`src/verilog/bdp_consts.svh`:
```
`ifndef BDP_CONSTS_SVH
`define BDP_CONSTS_SVH

// ----------------------------------------------------------------
// instruction fields
// ----------------------------------------------------------------
`define BDP_COND_MSB      31
`define BDP_COND_LSB      28
`define BDP_CLS_MSB       27
`define BDP_BR_CLS_LSB    25
`define BDP_DP_CLS_LSB    26
`define BDP_IMM_BIT       25
`define BDP_LINK_BIT      24
`define BDP_OP_MSB        24
`define BDP_OP_LSB        21
`define BDP_SET_BIT       20
`define BDP_RN_MSB        19
`define BDP_RN_LSB        16
`define BDP_RD_MSB        15
`define BDP_RD_LSB        12
`define BDP_ROT_MSB       11
`define BDP_ROT_LSB       8
`define BDP_IMM8_MSB      7
`define BDP_SHAMT_MSB     11
`define BDP_SHAMT_LSB     7
`define BDP_SHTYP_MSB     6
`define BDP_SHTYP_LSB     5
`define BDP_MUL_BIT       7
`define BDP_REGSH_BIT     4
`define BDP_RM_MSB        3
`define BDP_OFF_MSB       23

// ----------------------------------------------------------------
// class codes and special values
// ----------------------------------------------------------------
`define BDP_BR_CLASS      3'h5
`define BDP_DP_CLASS      2'h0
`define BDP_TEST_GRP      2'h2
`define BDP_PC_AHEAD      32'h0000_0008
`define BDP_NEXT_INSTR    32'h0000_0004
`define BDP_LINK_MASK     32'hFFFF_FFFC
`define BDP_LINK_IDX      4'hE
`define BDP_PC_IDX        4'hF
`define BDP_COND_NEVER    4'hF
`define BDP_FLAGS_RST     4'h0
`define BDP_REFILL_LAST   2'h1
`define BDP_FLAG_N        3
`define BDP_FLAG_Z        2
`define BDP_FLAG_C        1
`define BDP_FLAG_V        0

`endif

```
`src/verilog/bdp_pkg.sv`:
```
package bdp_pkg;

	typedef logic [31:0] bdp_word_t;
	typedef logic [3:0]  bdp_idx_t;

	typedef enum logic [1:0] {BDP_IDLE, BDP_EXEC, BDP_REFILL} bdp_state_e;

	typedef enum logic [3:0] {
		BDP_AND = 4'h0, BDP_EOR = 4'h1, BDP_SUB = 4'h2, BDP_RSB = 4'h3,
		BDP_ADD = 4'h4, BDP_ADC = 4'h5, BDP_SBC = 4'h6, BDP_RSC = 4'h7,
		BDP_AND_TEST = 4'h8, BDP_XOR_TEST = 4'h9, BDP_SUB_COMPARE = 4'hA,
		BDP_ADD_COMPARE = 4'hB, BDP_ORR = 4'hC, BDP_MOV = 4'hD,
		BDP_BIT_CLEAR = 4'hE, BDP_MVN = 4'hF
	} bdp_op_e;

	typedef enum logic [1:0] {BDP_LSL, BDP_LSR, BDP_ASR, BDP_ROR} bdp_shift_e;

endpackage

```
`src/verilog/bdp_rf_if.sv`:
```
`timescale 1ns/10ps
interface bdp_rf_if;
	bdp_pkg::bdp_idx_t  rd_a_idx;
	bdp_pkg::bdp_idx_t  rd_b_idx;
	bdp_pkg::bdp_word_t rd_a_data;
	bdp_pkg::bdp_word_t rd_b_data;
	logic               wr_en;
	bdp_pkg::bdp_idx_t  wr_idx;
	bdp_pkg::bdp_word_t wr_data;

	modport core (output rd_a_idx, rd_b_idx, wr_en, wr_idx, wr_data,
		input rd_a_data, rd_b_data);
	modport mem (input rd_a_idx, rd_b_idx, wr_en, wr_idx, wr_data,
		output rd_a_data, rd_b_data);
endinterface

```
`src/verilog/bdp_regfile.sv`:
```
`timescale 1ns/10ps
// ----------------------------------------------------------------
// general register bank, two registered reads, one write
// ----------------------------------------------------------------
module bdp_regfile
#(
	parameter int DEPTH = 16
)
(
	// clock
	input  wire logic i_clk,
	// register port
	bdp_rf_if.mem     rf
);
	bdp_pkg::bdp_word_t mem [DEPTH];
	bdp_pkg::bdp_word_t next_a;
	bdp_pkg::bdp_word_t next_b;

	// read data comes from the old contents on a same-cycle write
	always_comb
	begin
		next_a = mem[rf.rd_a_idx];
		next_b = mem[rf.rd_b_idx];
	end

	always_ff @(posedge i_clk)
	begin
		rf.rd_a_data <= next_a;
		rf.rd_b_data <= next_b;
		if (rf.wr_en)
		begin
			mem[rf.wr_idx] <= rf.wr_data;
		end
	end
endmodule

```
`src/verilog/bdp_core.sv`:
```
`timescale 1ns/10ps
`include "bdp_consts.svh"
// Operation
// - execute only when flags satisfy condition in bits 31:28, else no-op
// - branch carries a 24-bit signed word offset
// - target is offset shifted left two, sign-extended, added to pc
// - pc used for the target is branch address plus 8
// - link bit 24 set writes a return address to the link register
// - return address is the instruction right after the branch
// - link value has bits 1:0 cleared; status flags not saved
// - plain branch leaves the link register untouched
// - both branch forms take three cycles for pipeline refill
// - first operand always comes from register at bits 19:16
// - opcode picks the operation; result goes to register at bits 15:12
// - bit 25 picks shifted register or rotated 8-bit immediate
// - flag update bit decides whether flags are overwritten
// - four test operations only set flags, never write a result
// - fourteen flag tests; 1110 always, 1111 reserved
// - opcode selects one of sixteen operations, including bit clear
// - immediate is 8 bits zero-extended, rotated right by twice rot
// - arithmetic flags: signed overflow, carry out, zero, negative
module bdp_core
(
	// clock and reset
	input  wire logic               i_clk,
	input  wire logic               i_srst,
	// instruction issue
	input  wire logic               i_instr_valid,
	input  wire logic [31:0]        i_instr,
	input  wire logic [31:0]        i_instr_addr,
	output logic                    o_ready,
	// register preload, idle only
	input  wire logic               i_load_en,
	input  wire logic [3:0]         i_load_idx,
	input  wire logic [31:0]        i_load_data,
	// retire
	output logic                    o_done,
	output logic                    o_executed,
	output logic [3:0]              o_flags,
	// register writeback view
	output logic                    o_wb_valid,
	output logic [3:0]              o_wb_idx,
	output logic [31:0]             o_wb_data,
	// program counter redirect
	output logic                    o_pc_load,
	output logic [31:0]             o_pc_target
);
	bdp_rf_if rf ();

	bdp_regfile #(.DEPTH(16)) u_rf (.i_clk(i_clk), .rf(rf));

	// ----------------------------------------------------------------
	// helpers
	// ----------------------------------------------------------------
	function automatic logic [31:0] ror32(input logic [31:0] v, input logic [4:0] n);
		ror32 = (v >> n) | (v << (6'd32 - {1'b0, n}));
	endfunction

	// condition table on N Z C V
	function automatic logic cond_pass(input logic [3:0] c, input logic [3:0] f);
		logic n;
		logic z;
		logic cy;
		logic v;
		logic r;
		n  = f[`BDP_FLAG_N];
		z  = f[`BDP_FLAG_Z];
		cy = f[`BDP_FLAG_C];
		v  = f[`BDP_FLAG_V];
		unique case (c[3:1])
			3'h0: r = z;
			3'h1: r = cy;
			3'h2: r = n;
			3'h3: r = v;
			3'h4: r = cy & ~z;
			3'h5: r = (n == v);
			3'h6: r = ~z & (n == v);
			3'h7: r = 1'b1;
		endcase
		// odd codes invert; 1110 always, reserved 1111 never runs
		if (c == `BDP_COND_NEVER)
			cond_pass = 1'b0;
		else if (c[3:1] == 3'h7)
			cond_pass = 1'b1;
		else
			cond_pass = r ^ c[0];
	endfunction

	// ----------------------------------------------------------------
	// state
	// ----------------------------------------------------------------
	bdp_pkg::bdp_state_e state, next_state;
	logic [31:0] ir, next_ir;
	logic [31:0] ir_addr, next_ir_addr;
	logic [3:0]  flags, next_flags;
	logic [1:0]  refill, next_refill;
	logic        next_done;
	logic        next_executed;
	logic        next_wb_valid;
	logic [3:0]  next_wb_idx;
	logic [31:0] next_wb_data;
	logic        next_pc_load;
	logic [31:0] next_pc_target;

	// ----------------------------------------------------------------
	// decode and datapath of the held instruction
	// ----------------------------------------------------------------
	logic        is_br, is_dp, run, writes_rd, arith;
	logic [31:0] pc8, opa, rm_val, op2, res, ax, ay, offset;
	logic [32:0] sum;
	logic        acin;
	logic [4:0]  shamt;
	bdp_pkg::bdp_op_e op;

	always_comb
	begin
		op     = bdp_pkg::bdp_op_e'(ir[`BDP_OP_MSB:`BDP_OP_LSB]);
		pc8    = ir_addr + `BDP_PC_AHEAD;
		is_br  = ir[`BDP_CLS_MSB:`BDP_BR_CLS_LSB] == `BDP_BR_CLASS;
		// multiply/swap and flagless test forms belong to other classes
		is_dp  = ir[`BDP_CLS_MSB:`BDP_DP_CLS_LSB] == `BDP_DP_CLASS
			&& !(!ir[`BDP_IMM_BIT] && ir[`BDP_MUL_BIT] && ir[`BDP_REGSH_BIT])
			&& !(op[3:2] == `BDP_TEST_GRP && !ir[`BDP_SET_BIT]);
		run    = cond_pass(ir[`BDP_COND_MSB:`BDP_COND_LSB], flags);
		// reading the pc register yields the prefetched address
		opa    = (ir[`BDP_RN_MSB:`BDP_RN_LSB] == `BDP_PC_IDX) ? pc8 : rf.rd_a_data;
		rm_val = (ir[`BDP_RM_MSB:0] == `BDP_PC_IDX) ? pc8 : rf.rd_b_data;
		shamt  = ir[`BDP_SHAMT_MSB:`BDP_SHAMT_LSB];
		if (ir[`BDP_IMM_BIT])
			op2 = ror32({24'h00_0000, ir[`BDP_IMM8_MSB:0]},
				{ir[`BDP_ROT_MSB:`BDP_ROT_LSB], 1'b0});
		else if (ir[`BDP_REGSH_BIT])
			op2 = rm_val; // register-held amount not modelled: passes unshifted
		else
		begin
			unique case (bdp_pkg::bdp_shift_e'(ir[`BDP_SHTYP_MSB:`BDP_SHTYP_LSB]))
				bdp_pkg::BDP_LSL: op2 = rm_val << shamt;
				bdp_pkg::BDP_LSR: op2 = (shamt == 5'h00) ? 32'h0000_0000 : rm_val >> shamt;
				bdp_pkg::BDP_ASR: op2 = (shamt == 5'h00) ? {32{rm_val[31]}}
					: 32'($signed(rm_val) >>> shamt);
				bdp_pkg::BDP_ROR: op2 = (shamt == 5'h00)
					? {flags[`BDP_FLAG_C], rm_val[31:1]} : ror32(rm_val, shamt);
			endcase
		end
		// adder operands; subtraction as add of inverse plus carry-in
		arith = 1'b1;
		ax    = opa;
		ay    = op2;
		acin  = 1'b0;
		unique case (op)
			bdp_pkg::BDP_SUB, bdp_pkg::BDP_SUB_COMPARE: begin ay = ~op2; acin = 1'b1; end
			bdp_pkg::BDP_RSB: begin ax = op2; ay = ~opa; acin = 1'b1; end
			bdp_pkg::BDP_ADD, bdp_pkg::BDP_ADD_COMPARE: acin = 1'b0;
			bdp_pkg::BDP_ADC: acin = flags[`BDP_FLAG_C];
			bdp_pkg::BDP_SBC: begin ay = ~op2; acin = flags[`BDP_FLAG_C]; end
			bdp_pkg::BDP_RSC: begin ax = op2; ay = ~opa; acin = flags[`BDP_FLAG_C]; end
			default: arith = 1'b0;
		endcase
		sum = {1'b0, ax} + {1'b0, ay} + {32'h0000_0000, acin};
		unique case (op)
			bdp_pkg::BDP_AND, bdp_pkg::BDP_AND_TEST: res = opa & op2;
			bdp_pkg::BDP_EOR, bdp_pkg::BDP_XOR_TEST: res = opa ^ op2;
			bdp_pkg::BDP_ORR:       res = opa | op2;
			bdp_pkg::BDP_MOV:       res = op2;
			bdp_pkg::BDP_BIT_CLEAR: res = opa & ~op2;
			bdp_pkg::BDP_MVN:       res = ~op2;
			default:                res = sum[31:0];
		endcase
		writes_rd = op[3:2] != `BDP_TEST_GRP;
		offset    = {{6{ir[`BDP_OFF_MSB]}}, ir[`BDP_OFF_MSB:0], 2'b00};
	end

	// ----------------------------------------------------------------
	// sequencer and register file drive
	// ----------------------------------------------------------------
	always_comb
	begin
		next_state     = state;
		next_ir        = ir;
		next_ir_addr   = ir_addr;
		next_flags     = flags;
		next_refill    = refill;
		next_done      = 1'b0;
		next_executed  = o_executed;
		next_wb_valid  = 1'b0;
		next_wb_idx    = o_wb_idx;
		next_wb_data   = o_wb_data;
		next_pc_load   = 1'b0;
		next_pc_target = o_pc_target;
		o_ready        = state == bdp_pkg::BDP_IDLE;
		rf.rd_a_idx    = i_instr[`BDP_RN_MSB:`BDP_RN_LSB];
		rf.rd_b_idx    = i_instr[`BDP_RM_MSB:0];
		rf.wr_en       = 1'b0;
		rf.wr_idx      = i_load_idx;
		rf.wr_data     = i_load_data;
		unique case (state)
			bdp_pkg::BDP_IDLE:
			begin
				rf.wr_en = i_load_en;
				if (i_instr_valid)
				begin
					next_ir      = i_instr;
					next_ir_addr = i_instr_addr;
					next_state   = bdp_pkg::BDP_EXEC;
				end
			end
			bdp_pkg::BDP_EXEC:
			begin
				next_executed = run && (is_br || is_dp);
				next_state    = bdp_pkg::BDP_IDLE;
				next_done     = 1'b1;
				if (is_br)
				begin
					// refill keeps the branch busy for two more cycles
					next_state  = bdp_pkg::BDP_REFILL;
					next_refill = `BDP_REFILL_LAST;
					next_done   = 1'b0;
					if (run)
					begin
						next_pc_load   = 1'b1;
						next_pc_target = pc8 + offset;
						// link only when bit 24 set, flags never saved
						if (ir[`BDP_LINK_BIT])
						begin
							rf.wr_en   = 1'b1;
							rf.wr_idx  = `BDP_LINK_IDX;
							rf.wr_data = (ir_addr + `BDP_NEXT_INSTR) & `BDP_LINK_MASK;
						end
					end
				end
				else if (is_dp && run)
				begin
					if (writes_rd)
					begin
						rf.wr_en   = 1'b1;
						rf.wr_idx  = ir[`BDP_RD_MSB:`BDP_RD_LSB];
						rf.wr_data = res;
					end
					if (ir[`BDP_SET_BIT])
					begin
						next_flags[`BDP_FLAG_N] = res[31];
						next_flags[`BDP_FLAG_Z] = res == 32'h0000_0000;
						if (arith)
						begin
							next_flags[`BDP_FLAG_C] = sum[32];
							next_flags[`BDP_FLAG_V] = (ax[31] == ay[31])
								&& (sum[31] != ax[31]);
						end
					end
				end
				next_wb_valid = rf.wr_en;
				next_wb_idx   = rf.wr_idx;
				next_wb_data  = rf.wr_data;
			end
			bdp_pkg::BDP_REFILL:
			begin
				next_refill = refill - 2'h1;
				if (refill == 2'h0)
				begin
					next_state = bdp_pkg::BDP_IDLE;
					next_done  = 1'b1;
				end
			end
			default: next_state = bdp_pkg::BDP_IDLE;
		endcase
	end

	// only registers here
	always_ff @(posedge i_clk)
	begin
		if (i_srst)
		begin
			state       <= bdp_pkg::BDP_IDLE;
			ir          <= 32'h0000_0000;
			ir_addr     <= 32'h0000_0000;
			flags       <= `BDP_FLAGS_RST;
			refill      <= 2'h0;
			o_done      <= 1'b0;
			o_executed  <= 1'b0;
			o_wb_valid  <= 1'b0;
			o_wb_idx    <= 4'h0;
			o_wb_data   <= 32'h0000_0000;
			o_pc_load   <= 1'b0;
			o_pc_target <= 32'h0000_0000;
		end
		else
		begin
			state       <= next_state;
			ir          <= next_ir;
			ir_addr     <= next_ir_addr;
			flags       <= next_flags;
			refill      <= next_refill;
			o_done      <= next_done;
			o_executed  <= next_executed;
			o_wb_valid  <= next_wb_valid;
			o_wb_idx    <= next_wb_idx;
			o_wb_data   <= next_wb_data;
			o_pc_load   <= next_pc_load;
			o_pc_target <= next_pc_target;
		end
	end

	assign o_flags = flags;
endmodule

```
`config.mk`:
```
export PLATFORM = sky130hd
export DESIGN_NAME = bdp_core
export DESIGN_NICKNAME = d
export VERILOG_FILES = /design/src/verilog/bdp_pkg.sv /design/src/verilog/bdp_rf_if.sv /design/src/verilog/bdp_regfile.sv /design/src/verilog/bdp_core.sv
export VERILOG_INCLUDE_DIRS = /design/src /design/src/verilog
export SDC_FILE = /design/constraint.sdc
export NUM_CORES = 2
export LEC_CHECK = 0
export BUFFER_PORTS_ARGS = -buffer_cell sky130_fd_sc_hd__buf_4
export CORE_AREA = 2 2 288 290
export DETAILED_ROUTE_END_ITERATION = 7
export DIE_AREA = 0 0 290 292
export PLACE_DENSITY_LB_ADDON = 0.15
export SLEW_MARGIN = 0
export SYNTH_ARGS = -nofsm -noshare
export SYNTH_HDL_FRONTEND = slang
export SYNTH_HIERARCHICAL = 1
export SYNTH_SLANG_ARGS = --single-unit
```
`constraint.sdc`:
```
create_clock -name i_clk -period 12.4 [get_ports i_clk]
set_input_delay 1.24 -clock i_clk [delete_from_list [all_inputs] [get_ports i_clk]]
set_output_delay 1.24 -clock i_clk [all_outputs]
set_load 0.03 [all_outputs]
```
==> impl.org, run 1 <==
** Global routing
- Summed over all layers, the global routing overflow is 384.
- Via count of the first global-routing pass :: 58900
- For this run, the total global-route usage over all layers was measured as 81.0%.
- Entering global routing, the biggest net connects 94 pins.
- First-pass GRT wire length :: 491 mm

** Clock network
- Counting the buffers created by CTS gives 75.
- Post-CTS repair changed the size of 0 cells.
- CTS max path bufs :: 3
- For this design, the sink count on the clock tree is 720.
- Cell at the root of the clock tree :: clkbuf_16
- In this run the number of H-tree levels came out at 3.
- Hold-fix buffers at CTS :: 0
- Setup Buffers After CTS :: 0

** Die
- Vert. Die Dim :: between 200 and 300 um
- The initial utilization of the core area, before any placement, comes to between 50% and 60%.
- Row generation in the floorplan step produced 105 rows.
- The die is just under 300 um wide.
- In this run the count of I/O pins placed on the die edge is 181.

** Place
- Final Wtd Congestion :: 1.20
- Port Buffer Count :: 180
- DP Wirelength :: 194 mm
- Before CTS, the worst setup slack after placement is 2250 ps.

** Synth
- For this run, asynchronously set or reset flops after synthesis account for 0%.
- Register area share after synthesis :: 40.2%
- After synthesis, the mean cell area works out to approximately 10 um2.
- The cell area that synthesis handed to floorplanning was 0.0486 mm2.
- Number of enable-type register cells in the synthesized netlist :: 512
- Counting every net in the synthesized netlist gives 5005.
- YS warnings :: 6
- The synthesized design contains 720 register bits.
- The cell count after synthesis came out at 4796.
- After synthesis, the netlist uses 99 different library cells.
- Among all flip-flop cells after synthesis, the most frequent one is edfxtp_1.

** Outcome
- Run status :: aborted with a tool error
- The run ended at global routing (5_1_grt).
- The first error in the log reads "[ERROR GRT-0116] Global routing finished with congestion. Check the congestion regions in the DRC Viewer".
## synthesized netlist by cell type (36+ instances only)
library cell	count	area, um2
nand3_1	85	425
o211ai_1	52	390
a211oi_1	52	390
nand2b_1	46	288
nand2_1	606	2270
nor3_1	102	510
a31oi_1	40	250
xnor2_1	73	639
nor2_1	348	1310
mux4_2	303	6820
buf_2	57	285
clkbuf_1	267	1000
o22ai_1	44	275
a22oi_1	145	1090
dfxtp_1	208	4160
buf_1	51	191
o21ai_0	324	1620
inv_1	100	375
ha_1	102	1280
edfxtp_1	512	15400
a21o_1	36	270
a21oi_1	385	1930
mux2i_1	109	1090
## layer usage
metal  GRT overflow  global-route usage, %
met3             22                   70.6
met4            144                   77.0
met5              4                   41.1
met1             12                   82.2
met2            202                   93.5
## metrics by stage
stage	util (%)	cell area, um2	std cells
2_1_floorplan	-	48600	4796
3_5_place_dp	62.9	51300	5835
4_1_cts	66.2	54000	5975
3_3_place_gp	62.9	51300	5835
## cells by family after synthesis
| group | Yosys count | synth area share (%) |
|---|---|---|
| mux | 445 | 17.1 |
| xor+xnor | 108 | 1.95 |
| flops | 720 | 40.2 |
| fa+ha+maj | 105 | 2.75 |
| simple gates | 1430 | 13.4 |
| buf+inv | 514 | 4.41 |
| compound gates | 1474 | 20.2 |
==> run 2: changes to the inputs <==
CORE_AREA = 2 2 352 354   (was 2 2 288 290)
DIE_AREA = 0 0 354 356   (was 0 0 290 292)
==> run 2 against run 1 <==
The flow now finishes, with violations (DRC). Area after synthesis is the same. Synthesized cell count stayed put.
==> impl.org, run 2 <==
** Critical path
- The startpoint identified for the worst register-to-register timing path is ir[1].
- Endpoint of the most critical register-to-register path :: u_rf/mem[0][28]
- Reg-to-reg slack, setup :: about 1600 ps
- For this run, the slowest stage of the critical path takes 930 ps.
- Reg2reg path depth :: 28
- The critical path is of the register to register type.
- STA classifies the critical path startpoint as a register.
- STA puts the critical path data required time at ~13000 ps.
- The cell that appears most often on the critical path is a21oi_1.
- Slowest cell on crit path :: and4_2
- Setup crit end kind :: register
- For the worst setup path, the data arrival time is 11130 ps.
- Highest fanout seen on the critical path :: 43

** Place
- Port Buffer Count :: 180
- After legalization and detailed placement, the total HPWL measured 201 mm.
- At the end of routability-driven placement, the weighted congestion stood at 1.07.

** Die
- The die is 354 um wide.
- Vert. Die Dim :: 356 um
- The die covers between 0.1 and 0.15 mm2.
- Initial core utilization :: around 40%
- Num ports :: 181
- Rows :: around 130
- In this run the standard cell core region covers 0.123 mm2.

** Clock network
- Post-CTS timing repair inserted 0 buffers for setup.
- Clock latency at the later pin of the worst-skew pair :: just over 700 ps
- Post-CTS repair changed the size of 0 cells.
- For this design, the sink count on the clock tree is 720.
- CTS tree :: yes
- The H-tree was split into 3 levels.
- After clock tree synthesis, the clock-pin slew on the worst setup and hold paths is around 60 ps.
- The cell sitting at the root of the clock tree is a clkbuf_16.
- Hold-fix buffers at CTS :: 0
- Number of buffers inserted during clock tree synthesis :: 81
- CTS max path bufs :: 3

** Global routing
- Global-route congestion overflow total :: 0
- Most Crowded Layer GR :: met2
- Antenna violations before repair :: 38
- Largest net degree at the start of global routing :: 85
- For this run, global-route usage on met1 was measured as 54.0%.
- For met3 alone, demand over resource in global routing was 12.6%.
- The first global-routing pass estimated around 370 mm of wire.
- The number of global-route vias before repair came to 42900.
- Across every metal layer, demand over resource in global routing totals 42.8%.
- For this run, global-route usage on met2 was measured as 64.0%.

** Timing
- Dividing the final minimum period by the clock period gives 86.8%.
- Highest achievable clock rate :: between 0.09 and 0.1 GHz
- On the final layout, the worst hold slack is 457 ps.
- On the final layout, the worst clock skew is between 70 and 80 ps.
- Adding up every negative setup slack in the final design gives 0 ps.
- The worst path in the final design needs a cycle of 10770 ps, including I/O delays and setup.
- RSZ-0062 raised after global routing :: false
- Transition time at the pin with the least slew margin :: ~1400 ps
- Setup violations remaining at the end of the flow were counted as 0.
- The final hold violation count was 0.
- Number of slew-limit violations in the final report :: 0
- Tightest slew margin relative to the limit :: under 10%

** Routing
- Final antenna-violating net count :: 0
- Via count :: 46000
- The final layout contains routed wiring with a total length of roughly 280 mm.
- After detailed routing, the number of vias per cell comes to 6.98.
- Routed length per instance :: 41.9 um
- The first detailed-routing pass took 8 iterations.
- Initial DRC Count :: just under 7000
- In the routed design, unresolved DRC markers number 24.

** Worst hold path
- The path class of the tightest hold or removal check is register to register.
- Hold Crit Start :: o_pc_target[7]
- Worst hold stages :: 2
- Hold Crit Endpoint :: o_pc_target[7]

** Synth
- Share of Yosys cell area claimed by the top area cell type :: between 30% and 40%
- The most used flip-flop cell after synthesis is edfxtp_1.
- After synthesis the cells add up to 0.0486 mm2.
- Dominant cell by count in the synthesized netlist :: nand2_1
- Biggest area contributors in the synthesized netlist :: edfxtp_1 (32%), mux4_2 (14%), dfxtp_1 (8.6%)
- Leading area contributor after synthesis :: edfxtp_1
- Gate count of the mapped netlist :: around 4800
- Yosys cell types :: 99
- Avg Inst Size Synth :: 10.1 um2
- Register area share after synthesis :: 40.2%
- YS warnings :: 6
- Counting every net in the synthesized netlist gives 5005.
- List of most frequent post-synthesis cells :: nand2_1 (606), edfxtp_1 (512), a21oi_1 (385), nor2_1 (348), o21ai_0 (324)
- Share of synthesized flip-flops with an asynchronous set or reset :: 0%
- Flip-flop and latch count after synthesis :: 720
- Number of enable-type register cells in the synthesized netlist :: 512

** Power
- PD cells :: between 100 and 150 mW/mm2
- Static leakage power :: 0.0195 uW
- The worst-case IR drop observed on VDD is 0.157 mV.

** Outcome
- The checks that failed: DRC.
- Run status :: finished with violations

** Finish
- Max FFs per register :: 512
- Sequential cell area in the final layout :: about 0.020 mm2
- Leaving out fill and tap cells, the most frequent cell in the layout is nand2_1.
- Fraction of layout instances using a drive strength above 1 :: approximately 20%
- Summing all multi-input logic gate instances after layout gives 0.0272 mm2.
- Final net count :: just over 5000
- Cells fill 44.9% of the core in the end.
- Area growth from synthesis to layout :: 13.4%
- Most frequent cells in the layout :: nand2_1 (605), edfxtp_1 (512), buf_4 (397)
- The register with the most flip-flops in the final layout is u_rf/mem.
- Number of inserted filler cells in the final layout :: 11800

** Flow run
- Across the run, the number of max-cap violations was 0.
-- run 2: layout make-up --
cell class | instances | area share [%]
clock inverter | 40 | 0.827
inverter | 107 | 0.732
multi-input combinational | 3562 | 49.4
timing repair buffer | 407 | 5.70
antenna | 11 | 0.0500
tap | 1637 | 3.72
clock buffer | 112 | 4.06
sequential | 720 | 35.5
-- run 2: metal layers --
metal / up-vias / share of wire, %
met5: - / 0.098
met1: 23200 / 38
met2: 3169 / 43
met3: 857 / 11
li1: 18800 / -
met4: 36 / 7.8
-- run 2: stage by stage --
step / setup slack (ps) / power [uW] / area (um2) / instances
2_1_floorplan: 3640 / 4170 / 48600 / 4796
4_1_cts: 2000 / 7670 / 55000 / 6585
5_1_grt: 1050 / 7960 / 55100 / 6589
6_report: 1630 / 7770 / 55100 / 6596
3_5_place_dp: 2040 / 5260 / 52400 / 6433
3_3_place_gp: 2100 / 5290 / 52400 / 6433
-- run 2: worst max path at each step --
stage | from | slack (ps) | endpoint
6_report | ir[1] | 1630 | u_rf/mem[0][28]
5_1_grt | ir[1] | 1050 | u_rf/mem[0][31]
4_1_cts | ir[1] | 2000 | u_rf/mem[1][31]
3_5_place_dp | ir[1] | 2040 | u_rf/mem[13][31]
3_3_place_gp | ir[1] | 2100 | u_rf/mem[13][31]
2_1_floorplan | ir[7] | 3640 | o_flags[2]
-- run 2: critical path, delay by kind of cell (launching register included) --
| kind | cells | cell delay (ps) |
|---|---|---|
| buffers and inverters | 2 | 650 |
| AO/OA/AOI/OAI | 17 | 5130 |
| XOR/XNOR | 1 | 110 |
| flip-flops | 1 | 610 |
| adder cells (fa/ha/maj) | 2 | 850 |
| AND/OR/NAND/NOR | 5 | 2350 |
| multiplexers | 1 | 670 |
-- run 2: power breakdown --
group / leakage, uW / total [uW] / internal, uW / switching, uW
sequential: 0.00634 / 2800 / 2700 / 99.2
combinational: 0.0119 / 2550 / 783 / 1760
clock: 0.00130 / 2420 / 1350 / 1070
-- run 2: cells by family (layout without fill, tap and decap cells) --
group           count (synthesis)  count (layout)  synth area share [%]
compound gates               1474            1474                  20.2
xor+xnor                      108             108                  1.95
fa+ha+maj                     105             105                  2.75
buf+inv                       514             666                  4.41
flops                         720             720                  40.2
mux                           445             445                  17.1
other cells                     0              11                     0
simple gates                 1430            1430                  13.4
No activity file was read; power rests on OpenSTA's default activity.
